==> config.mk <==
export PLATFORM = sky130hd
export DESIGN_NAME = tfc_timer
export DESIGN_NICKNAME = d
export VERILOG_FILES = /design/src/design/tfc_timer.v
export VERILOG_INCLUDE_DIRS = /design/src /design/src/design
export SDC_FILE = /design/constraint.sdc
export NUM_CORES = 1
export LEC_CHECK = 0
export BUFFER_PORTS_ARGS = -buffer_cell sky130_fd_sc_hd__buf_2
export CAP_MARGIN = 0
export CORE_MARGIN = 2
export CORE_UTILIZATION = 47
export DETAILED_ROUTE_END_ITERATION = 6
export GPL_ROUTABILITY_DRIVEN = 0
export GPL_TIMING_DRIVEN = 0
export PLACE_DENSITY = 0.67
export RECOVER_POWER = 25
export REMOVE_ABC_BUFFERS = 1
export SYNTH_ARGS = -nofsm -noshare
export SYNTH_HDL_FRONTEND = slang
export SYNTH_SLANG_ARGS = --single-unit
==> constraint.sdc <==
create_clock -name hclk -period 2.8 [get_ports hclk]
set_clock_uncertainty 0.1 [all_clocks]
set_input_delay 0.56 -clock hclk [delete_from_list [all_inputs] [get_ports hclk]]
set_output_delay 0.56 -clock hclk [all_outputs]
set_load 0.1 [all_outputs]
==> src/design/tfc_timer_map.vh <==
// Register offsets, field positions, reset values and codes of the timer flip-flop control slice
`ifndef TFC_TIMER_MAP_VH
`define TFC_TIMER_MAP_VH

// ****************************************************************************
// Register byte offsets
// ****************************************************************************
`define TFC_OFS_RUN      12'h000
`define TFC_OFS_MODE     12'h004
`define TFC_OFS_FFCR     12'h008
`define TFC_OFS_STATUS   12'h00c
`define TFC_OFS_MASK     12'h010
`define TFC_OFS_CMP0     12'h014
`define TFC_OFS_CMP1     12'h018
`define TFC_OFS_CAP0     12'h01c
`define TFC_OFS_CAP1     12'h020
`define TFC_OFS_COUNT    12'h024

// ****************************************************************************
// Field positions
// ****************************************************************************
`define TFC_MODE_CLK_HI  2
`define TFC_MODE_CLK_LO  0
`define TFC_MODE_CLE     3
`define TFC_MODE_SWCAP   6
`define TFC_FF_CMD_HI    1
`define TFC_FF_CMD_LO    0
`define TFC_FF_TM0       2
`define TFC_FF_TM1       3
`define TFC_FF_TC0       4
`define TFC_FF_TC1       5
`define TFC_ST_M0        0
`define TFC_ST_M1        1
`define TFC_ST_OVF       2

// ****************************************************************************
// Reset values and codes
// ****************************************************************************
`define TFC_FF_TOG_RST   4'h0
`define TFC_FF_CONST     32'h000000c3
`define TFC_CMD_INVERT   2'h0
`define TFC_CMD_SET      2'h1
`define TFC_CMD_CLEAR    2'h2
`define TFC_CLK_PIN      3'h0
`define TFC_CLK_DIV1     3'h1
`define TFC_CLK_DIV4     3'h2
`define TFC_CLK_DIV16    3'h3
`define TFC_CLK_DIV32    3'h4
`define TFC_CLK_DIV64    3'h5
`define TFC_CLK_DIV128   3'h6
`define TFC_CNT_MAX      16'hffff

`endif

==> src/design/tfc_timer.v <==
// Timer channel with clock select, match clear, capture, output flop and AHB-Lite registers
//
// The AHB-Lite slave port and the address map were chosen for this implementation.
`timescale 1ns/1ps
`default_nettype none
`include "tfc_timer_map.vh"

module tfc_timer
(
  input  wire        hclk,
  input  wire        hresetn,
  input  wire        hsel,
  input  wire [11:0] haddr,
  input  wire [1:0]  htrans,
  input  wire        hwrite,
  input  wire [2:0]  hsize,
  input  wire [31:0] hwdata,
  input  wire        hready,
  output reg  [31:0] hrdata,
  output reg         hreadyout,
  output reg         hresp,
  input  wire        external_count_pin,
  input  wire        capture1_pin,
  output reg         timer_output_flop,
  output reg         irq
);

  // ****************************************************************************
  // State
  // ****************************************************************************
  reg  [15:0] count_r;
  reg  [15:0] compare_reg0_r;
  reg  [15:0] compare_reg1_r;
  reg  [15:0] capture_reg0_r;
  reg  [15:0] capture_reg1_r;
  reg  [7:0]  prescale_r;
  reg         run_r;
  reg  [2:0]  count_clock_select_r;
  reg         match1_clear_enable_r;
  reg  [3:0]  toggle_en_r;
  reg  [2:0]  event_status_r;
  reg  [2:0]  event_mask_r;
  reg         wr_pend_r;
  reg         rd_pend_r;
  reg  [11:0] addr_r;

  reg  [2:0]  status_nxt;
  reg         flop_nxt;
  reg  [15:0] count_nxt;
  reg  [31:0] rdata_nxt;
  reg         tap;

  // Word decode shared by the write and read strobes below
  function reg_hit;
    input [11:0] addr;
    input [11:0] ofs;
    begin
      reg_hit = (addr == ofs);
    end
  endfunction

  wire        addr_phase = hsel & hready & htrans[1];
  wire        wr_mode    = wr_pend_r & reg_hit(addr_r, `TFC_OFS_MODE);
  wire        wr_ffcr    = wr_pend_r & reg_hit(addr_r, `TFC_OFS_FFCR);
  wire        wr_status  = wr_pend_r & reg_hit(addr_r, `TFC_OFS_STATUS);
  wire        rd_status  = rd_pend_r & reg_hit(addr_r, `TFC_OFS_STATUS);
  wire [1:0]  pin_in     = {capture1_pin, external_count_pin};
  wire [1:0]  pin_rise;

  // ****************************************************************************
  // Count enable
  // ****************************************************************************
  function is_tap;
    input [2:0] sel;
    input [7:0] pre;
    begin
      case (sel)
        `TFC_CLK_DIV1:   is_tap = 1'b1;
        `TFC_CLK_DIV4:   is_tap = &pre[1:0];
        `TFC_CLK_DIV16:  is_tap = &pre[3:0];
        `TFC_CLK_DIV32:  is_tap = &pre[4:0];
        `TFC_CLK_DIV64:  is_tap = &pre[5:0];
        `TFC_CLK_DIV128: is_tap = &pre[6:0];
        default:         is_tap = &pre[7:0];
      endcase
    end
  endfunction

  // ****************************************************************************
  // Pin synchronisers
  // ****************************************************************************
  // Two stages settle each pin; the third only holds the previous settled level
  genvar gi;
  generate
    for (gi = 0; gi < 2; gi = gi + 1)
    begin : g_pin_sync
      reg [2:0] sync_r;
      always @(posedge hclk or negedge hresetn)
      begin
        if (!hresetn)
          sync_r <= 3'h0;
        else
          sync_r <= {sync_r[1:0], pin_in[gi]};
      end
      assign pin_rise[gi] = sync_r[1] & ~sync_r[2];
    end
  endgenerate

  wire pin_edge  = pin_rise[0];
  wire cap1_edge = pin_rise[1];

  always @*
  begin
    if (count_clock_select_r == `TFC_CLK_PIN)
      tap = pin_edge;
    else
      tap = is_tap(count_clock_select_r, prescale_r);
  end

  wire tick     = run_r & tap;
  wire match0   = tick & (count_r == compare_reg0_r);
  wire match1   = tick & (count_r == compare_reg1_r);
  wire overflow = tick & (count_r == `TFC_CNT_MAX);
  wire swcap    = wr_mode & ~hwdata[`TFC_MODE_SWCAP];
  wire cap1     = cap1_edge;

  // ****************************************************************************
  // Next values
  // ****************************************************************************
  always @*
  begin
    count_nxt = count_r;
    if (match1 & match1_clear_enable_r)
      count_nxt = 16'h0000;
    else if (tick)
      count_nxt = count_r + 16'h0001;
  end

  always @*
  begin
    flop_nxt = timer_output_flop
             ^ (match0 & toggle_en_r[0])
             ^ (match1 & toggle_en_r[1])
             ^ (swcap  & toggle_en_r[2])
             ^ (cap1   & toggle_en_r[3]);
    if (wr_ffcr)
    begin
      case (hwdata[`TFC_FF_CMD_HI:`TFC_FF_CMD_LO])
        `TFC_CMD_INVERT: flop_nxt = ~timer_output_flop;
        `TFC_CMD_SET:    flop_nxt = 1'b1;
        `TFC_CMD_CLEAR:  flop_nxt = 1'b0;
        default:         flop_nxt = flop_nxt;
      endcase
    end
  end

  // Set wins over read clear and write-one clear
  always @*
  begin
    status_nxt = event_status_r;
    if (rd_status)
      status_nxt = 3'h0;
    if (wr_status)
      status_nxt = status_nxt & ~hwdata[2:0];
    status_nxt[`TFC_ST_M0]  = status_nxt[`TFC_ST_M0]  | match0;
    status_nxt[`TFC_ST_M1]  = status_nxt[`TFC_ST_M1]  | match1;
    status_nxt[`TFC_ST_OVF] = status_nxt[`TFC_ST_OVF] | overflow;
  end

  always @*
  begin
    rdata_nxt = 32'h00000000;
    if (addr_r == `TFC_OFS_RUN)
      rdata_nxt[0] = run_r;
    else if (addr_r == `TFC_OFS_MODE)
    begin
      rdata_nxt[`TFC_MODE_SWCAP] = 1'b1;
      rdata_nxt[`TFC_MODE_CLE]   = match1_clear_enable_r;
      rdata_nxt[2:0]             = count_clock_select_r;
    end
    else if (addr_r == `TFC_OFS_FFCR)
      rdata_nxt = `TFC_FF_CONST | {26'h0000000, toggle_en_r, 2'h0};
    else if (addr_r == `TFC_OFS_STATUS)
      rdata_nxt[2:0] = event_status_r;
    else if (addr_r == `TFC_OFS_MASK)
      rdata_nxt[2:0] = event_mask_r;
    else if (addr_r == `TFC_OFS_CMP0)
      rdata_nxt[15:0] = compare_reg0_r;
    else if (addr_r == `TFC_OFS_CMP1)
      rdata_nxt[15:0] = compare_reg1_r;
    else if (addr_r == `TFC_OFS_CAP0)
      rdata_nxt[15:0] = capture_reg0_r;
    else if (addr_r == `TFC_OFS_CAP1)
      rdata_nxt[15:0] = capture_reg1_r;
    else if (addr_r == `TFC_OFS_COUNT)
      rdata_nxt[15:0] = count_r;
  end

  // ****************************************************************************
  // Bus slave
  // ****************************************************************************
  // Reads take one wait state so a write just before is already visible
  always @(posedge hclk or negedge hresetn)
  begin
    if (!hresetn)
    begin
      wr_pend_r <= 1'b0;
      rd_pend_r <= 1'b0;
      addr_r    <= 12'h000;
      hrdata    <= 32'h00000000;
      hreadyout <= 1'b1;
      hresp     <= 1'b0;
    end
    else
    begin
      hresp     <= 1'b0;
      wr_pend_r <= addr_phase & hwrite;
      rd_pend_r <= addr_phase & ~hwrite;
      if (addr_phase)
        addr_r <= {haddr[11:2], 2'b00};
      if (addr_phase & ~hwrite)
        hreadyout <= 1'b0;
      else if (rd_pend_r)
      begin
        hreadyout <= 1'b1;
        hrdata    <= rdata_nxt;
      end
    end
  end

  // ****************************************************************************
  // Registers and timer
  // ****************************************************************************
  always @(posedge hclk or negedge hresetn)
  begin
    if (!hresetn)
    begin
      run_r                 <= 1'b0;
      count_clock_select_r  <= `TFC_CLK_PIN;
      match1_clear_enable_r <= 1'b0;
      toggle_en_r           <= `TFC_FF_TOG_RST;
      event_status_r        <= 3'h0;
      event_mask_r          <= 3'h0;
      compare_reg0_r        <= 16'h0000;
      compare_reg1_r        <= 16'h0000;
      capture_reg0_r        <= 16'h0000;
      capture_reg1_r        <= 16'h0000;
      count_r               <= 16'h0000;
      prescale_r            <= 8'h00;
      timer_output_flop     <= 1'b0;
      irq                   <= 1'b0;
    end
    else
    begin
      prescale_r        <= run_r ? prescale_r + 8'h01 : 8'h00;
      count_r           <= count_nxt;
      event_status_r    <= status_nxt;
      timer_output_flop <= flop_nxt;
      irq               <= |(status_nxt & event_mask_r);
      if (swcap)
        capture_reg0_r <= count_r;
      if (cap1)
        capture_reg1_r <= count_r;
      if (wr_pend_r)
      begin
        if (addr_r == `TFC_OFS_RUN)
          run_r <= hwdata[0];
        else if (addr_r == `TFC_OFS_MODE)
        begin
          // Changes while running are the software's hazard
          match1_clear_enable_r <= hwdata[`TFC_MODE_CLE];
          count_clock_select_r  <= hwdata[`TFC_MODE_CLK_HI:`TFC_MODE_CLK_LO];
        end
        else if (addr_r == `TFC_OFS_FFCR)
          toggle_en_r <= hwdata[`TFC_FF_TC1:`TFC_FF_TM0];
        else if (addr_r == `TFC_OFS_MASK)
          event_mask_r <= hwdata[2:0];
        else if (addr_r == `TFC_OFS_CMP0)
          compare_reg0_r <= hwdata[15:0];
        else if (addr_r == `TFC_OFS_CMP1)
          compare_reg1_r <= hwdata[15:0];
        else if (addr_r == `TFC_OFS_COUNT)
          count_r <= hwdata[15:0];
      end
    end
  end

endmodule
`default_nettype wire

### Word level (Yosys, flattened, before mapping)

Index checks and enable logic that the tools add are counted.

* $add $sub $neg: 2
* equal/unequal tests: 20
* muxes and demuxes: 35
* bitwise gates (word level): 41
* reduce and logical (&&, ||, !) cells: 18

Operators by type and width (count)
* two-way mux 16 bit: 16
* == test 10 x 3 -> 1 bit, second input constant: 4
* == test 16 bit: 2
* two-way mux 31 bit: 1
* two-way mux 13 bit: 2
* bitwise AND 1 bit: 20
* == test 10 x 2 -> 1 bit, second input constant: 2
* == test 10 x 4 -> 1 bit, second input constant: 2
* adder 16 x 1 -> 16 bit, second input constant: 1
* == test 16 bit, second input constant: 1
* AND reduction 7 bit: 2
* logical NOT 12 bit: 1
* two-way mux 3 bit: 4
* AND reduction 6 bit: 2
* inverter 1 bit: 11
* == test 10 x 1 -> 1 bit, second input constant: 1
* AND reduction 5 bit: 2
* == test 3 bit, second input constant: 3
* two-way mux 9 bit: 1
* adder 8 x 1 -> 8 bit, second input constant: 1
* two-way mux 8 bit: 1
* AND reduction 4 bit: 2
* AND reduction 8 bit: 1
* bitwise AND 3 bit: 2
* 18 further kinds: 31

* register bits after elaboration: 156
* input bits: 56
* word-level logic and storage cells: 137

### Depth between registers and ports, before layout

* word-level depth: 15
* gate-level depth with buffers: 9

### Worst setup path before layout

OpenSTA, ideal clock, no wires.

* path type: register to register
* start point: register addr_r[7]
* end point: register irq
* data arrival time: 2115 ps
* data required time: 2582 ps
* path slack: 467 ps
* stages on the path, launching flop included: 8
* path buffers: 1
* period minus slack after synthesis: 2333 ps
* path through: dfrtp_1 or4_4 buf_6 or3_4 o21a_1 a31o_1 a22o_1 a21o_1

* cells in the longest elaborated chain, start to end: 8
* elaborated cells on any way between the ends: 11
* classes of those cells: eq/ne: 1; mux: 2; bitwise: 7; reduce/logical: 1

RTL lines
* start: declaration: RTL line tfc_timer.v:45 `reg [11:0] addr_r;`
* start signal: assignment: RTL line tfc_timer.v:220 `addr_r <= {haddr[11:2], 2'b00};`
* == test 10 x 2 -> 1 bit *: RTL line tfc_timer.v:58 `reg_hit = (addr == ofs);`
* bitwise AND 1 bit: RTL line tfc_timer.v:66 `` wire rd_status = rd_pend_r & reg_hit(addr_r, `TFC_OFS_STATUS); ``
* two-way mux 3 bit: RTL line tfc_timer.v:161 `if (rd_status)`
* bitwise AND 3 bit: RTL line tfc_timer.v:164 `status_nxt = status_nxt & ~hwdata[2:0];`
* two-way mux 3 bit *: RTL line tfc_timer.v:163 `if (wr_status)`
* OR 1 bit *: RTL line tfc_timer.v:166 `` status_nxt[`TFC_ST_M1] = status_nxt[`TFC_ST_M1] | match1; ``
* net status_nxt[1]: RTL line tfc_timer.v:47 `reg [2:0] status_nxt;`
* bitwise AND 3 bit *: RTL line tfc_timer.v:259 `irq <= |(status_nxt & event_mask_r);`
* OR reduction 3 bit *: RTL line tfc_timer.v:259
* end signal: assignment: RTL line tfc_timer.v:259
* end: declaration: RTL line tfc_timer.v:25 `output reg irq`

Mark *: on every way through the listed nets, which the timed path passes. The rest lies on a longest branch.
A chain may end at the register's enable or synchronous reset.

### Final worst setup path

* start point: register addr_r[7]
* end point: register timer_output_flop

* cells in the longest elaborated chain, start to end: 8
* elaborated cells on any way between the ends: 10
* classes of those cells: eq/ne: 2; mux: 2; bitwise: 6

RTL lines
* == test 10 x 1 -> 1 bit: RTL line tfc_timer.v:58
* bitwise AND 1 bit: RTL line tfc_timer.v:63 `` wire wr_mode = wr_pend_r & reg_hit(addr_r, `TFC_OFS_MODE); ``
* bitwise AND 1 bit: RTL line tfc_timer.v:124 `` wire swcap = wr_mode & ~hwdata[`TFC_MODE_SWCAP]; ``
* bitwise AND 1 bit: RTL line tfc_timer.v:144 `^ (swcap & toggle_en_r[2])`
* XOR 1 bit: RTL line tfc_timer.v:144
* XOR 1 bit: RTL line tfc_timer.v:145 `^ (cap1 & toggle_en_r[3]);`
* case mux 1 bit (3 select lines): RTL line tfc_timer.v:148 `` case (hwdata[`TFC_FF_CMD_HI:`TFC_FF_CMD_LO]) ``
* two-way mux 1 bit *: RTL line tfc_timer.v:146 `if (wr_ffcr)`
* net flop_nxt: RTL line tfc_timer.v:48 `reg flop_nxt;`
* end signal: assignment: RTL line tfc_timer.v:258 `timer_output_flop <= flop_nxt;`
* end: declaration: RTL line tfc_timer.v:24 `output reg timer_output_flop,`

Marked as above.

==> out/results.ini <==
[power_and_ir_drop]
pwr-share-seq_pct = 43.9
finalPower_mw = 6.44
switching_share_pct = 34.2
p_per_area_nw_per_um2 = 773
clkPwrFrac_pct = 35.0
intPower_mw = 4.23
p_switching_mw = 2.20
ir_drop_mv = 0.485
power_frac_comb_pct = 21.1
leakage_nw = 3.38

[finish]
drive_gt1_share_pct = 27.0
final_area_sq_um = 8330
final_cells = 932
diodes = 0
layout_common_cells = 136 x dfrtp_1, 83 x mux2_2, 52 x o21ai_0
fin_nets = 790
mostFrequentLayoutCell = dfrtp_1
syn2layout_area_growth_pct = 13.6

[timing]
hold_violations = 0
post-route-period-util_pct = 96.8
finalCriticalPeriod_ns = 2.71
setup_violations = 0
fmax_mhz = 369
rsz0062_at_grt = no
tightestPinTransition_ns = 1.71
worst_hold_slack_ns = 0.132
slew_headroom_pct = -13.7
finalMaxSlewViolations = 67

[place]
place_area_sq_um = 7610
dp.cells = 893
place_hpwl_mm = 13.2
io_buffers = 52

[clock_network]
cts_hold_buffers = 0
clock_sinks = 140
cts-root-buf = clkbuf_16
cts_tree = done
cts_buffers = 17
clk_pin_slew_ns = 0.06
clk_latency_ns = 0.43
cts_max_level = 4
cts_max_path_buffers = 2

[floorplanning]
die_w_um = 129
coreArea_sq_um = 15200
std_cell_rows = 45
fp.dieH_um = 129
ios = 92
die_area_sq_um = 16600
start_util_pct = 48.2

[worst_setup_path]
crit_start = addr_r[7]$_DFFE_PN0P_
reg2reg_from = addr_r[7]$_DFFE_PN0P_
r2r_end = timer_output_flop$_DFF_PN0_
cp.arrival_ns = 2.98
r2r_cells = 7
reg2reg_slack_ns = 0.09
setup.worst_path.class = reg -> reg
cp_data_required_time_ns = 3.07
crit_path_start_kind = flip-flop
cp-end-kind = flip-flop
path_max_fanout = 9

[detailed_routing]
dr.pass1.iters = 5
drcViolationCount = 0
drt-initial-drc-count = 559
ant_nets = 0
wl_per_cell_um = 21.0
drt_wl_total_mm = 19.6
vias_per_cell = 6.07
vias = 5654

[synthesis]
synth_cell_types = 67
netlist_area_sq_um = 7330
synth_edf_count = 0
ys.flop_type = dfrtp_1
synth_seq_cells = 140
syn_inst = 704
async_flop_share_pct = 100
synth_seq_area_share_pct = 47.8
synth_warnings = 0
synth_area_per_cell_sq_um = 10.4

[global_routing]
gr-usage-all-layers_pct = 24.5
grt_pass1_vias = 5687
grt_overflow_total = 0
grt_max_degree = 75
antenna_found_initial = 0
grt_pass1_wl_mm = 30.8

[status]
violations = max-capacitance violations, max-slew violations
status = finished with violations

[worst_hold_path]
hold_class = in -> reg
holdPathStages = 1
hold_path_end = g_pin_sync[1].sync_r[0]$_DFF_PN0_
hp-start = capture1_pin

[job]
maxCapViolCount = 1

[power groups by stage]
stage          Sequential [mW]  Combinational, mW  Clock, mW
5_1_grt                   2.87               1.46       2.38
4_1_cts                   2.80               1.34       2.29
2_1_floorplan             2.78              0.904          0
3_3_place_gp              2.80               1.30          0
3_5_place_dp              2.83               1.33          0
6_report                  2.83               1.36       2.25
[registers in the layout, indices dropped and copies added, names as in the netlist]
signal                 flops
addr_r                    10
capture_reg0_r            16
capture_reg1_r            16
compare_reg0_r            16
compare_reg1_r            16
count_clock_select_r       3
count_r                   16
event_mask_r               3
event_status_r             3
g_pin_sync.sync_r          6
hrdata                    16
hreadyout                  1
irq                        1
match1_clear_enable_r      1
prescale_r                 8
rd_pend_r                  1
run_r                      1
timer_output_flop          1
toggle_en_r                4
wr_pend_r                  1
[how the worst max path moves through the flow]
stage	to	slack [ns]	cells past startpoint
floorplan	count_r[0]$_DFF_PN0_	-0.16	5
global placement	compare_reg1_r[12]$_DFFE_PN0P_	-1.70	5
detailed placement	count_r[12]$_DFF_PN0_	-1.0	5
CTS	timer_output_flop$_DFF_PN0_	0.002	6
global route	timer_output_flop$_DFF_PN0_	0.04	7
finish	timer_output_flop$_DFF_PN0_	0.09	7
[stage by stage]
step	setup TNS (ns)	utilization (%)	setup slack, ns
CTS	0	54.4	0.00171
detailed placement	-41.86	50.1	-0.999
global placement	-238.35	49.6	-1.70
floorplan	-5.97	-	-0.163
finish	0	54.8	0.0895
global route	0	54.8	0.0367
[kinds of logic (layout without fill, tap and decap cells)]
group,after synthesis,count (layout),share of synthesized area [%]
AO/OA/AOI/OAI,149,149,13.1
XOR/XNOR,53,53,6.33
adder cells (fa/ha/maj),3,3,0.512
buffers and inverters,77,101,5.05
flip-flops,140,140,47.8
multiplexers,88,88,13.4
other,1,17,0.0511
AND/OR/NAND/NOR,193,193,13.8
[Yosys cell counts, types with 3 or more instances]
library cell / instances / share of area (%)
o21ai_1: 3 / 0.20
nor2b_1: 8 / 0.68
o31ai_1: 4 / 0.41
xor2_1: 18 / 2.2
nor2_1: 36 / 1.8
ha_1: 3 / 0.51
nor4_1: 16 / 1.4
nand2_1: 50 / 2.6
clkbuf_1: 41 / 2.1
and3_1: 9 / 0.77
a22o_1: 3 / 0.36
a211oi_1: 8 / 0.82
dfrtp_1: 139 / 47
buf_2: 4 / 0.27
o22ai_1: 6 / 0.51
a21oi_1: 17 / 1.2
buf_4: 18 / 1.8
nand4_1: 15 / 1.3
and2_1: 9 / 0.77
nand2b_1: 9 / 0.77
a31oi_1: 5 / 0.43
mux2_2: 83 / 13
inv_1: 7 / 0.36
o21ai_0: 52 / 3.5
buf_1: 5 / 0.26
nor3_1: 11 / 0.75
xnor2_1: 35 / 4.2
a22oi_1: 22 / 2.3
mux2i_1: 5 / 0.68
nand3_1: 12 / 0.82
[area by class of cell]
class                      count  area [sq um]
fill                        1302          6880
multi-input combinational    503          3580
sequential                   140          3510
clock buffer                  19           453
timing repair buffer          62           375
tap                          188           235
clock inverter                13           143
inverter                       7          26.3
[critical path, cell delays in order, from the launching register on]
cell	delay (ns)
dfrtp_1	0.41
nor4_2	0.45
buf_4	0.26
nand4_1	0.43
nor3_1	0.49
o2111ai_1	0.17
a21oi_1	0.18
nand3b_1	0.14
[what timing repair did]
action / CTS / global route
pin swaps: 2 / 1
endpoints found under the setup margin: 83 / 77
gates resized for setup: 11 / 8
setup buffers: 4 / 3
[per-layer routing]
layer / up-vias / global-route usage [%] / share of wire (%)
met5: - / 0 / 0
met4: 0 / 11.1 / 3.8
met3: 56 / 5.16 / 6.7
met2: 244 / 39.1 / 48
met1: 2800 / 32.3 / 42
li1: 2554 / - / -
Power figures use the tool's default switching activity.
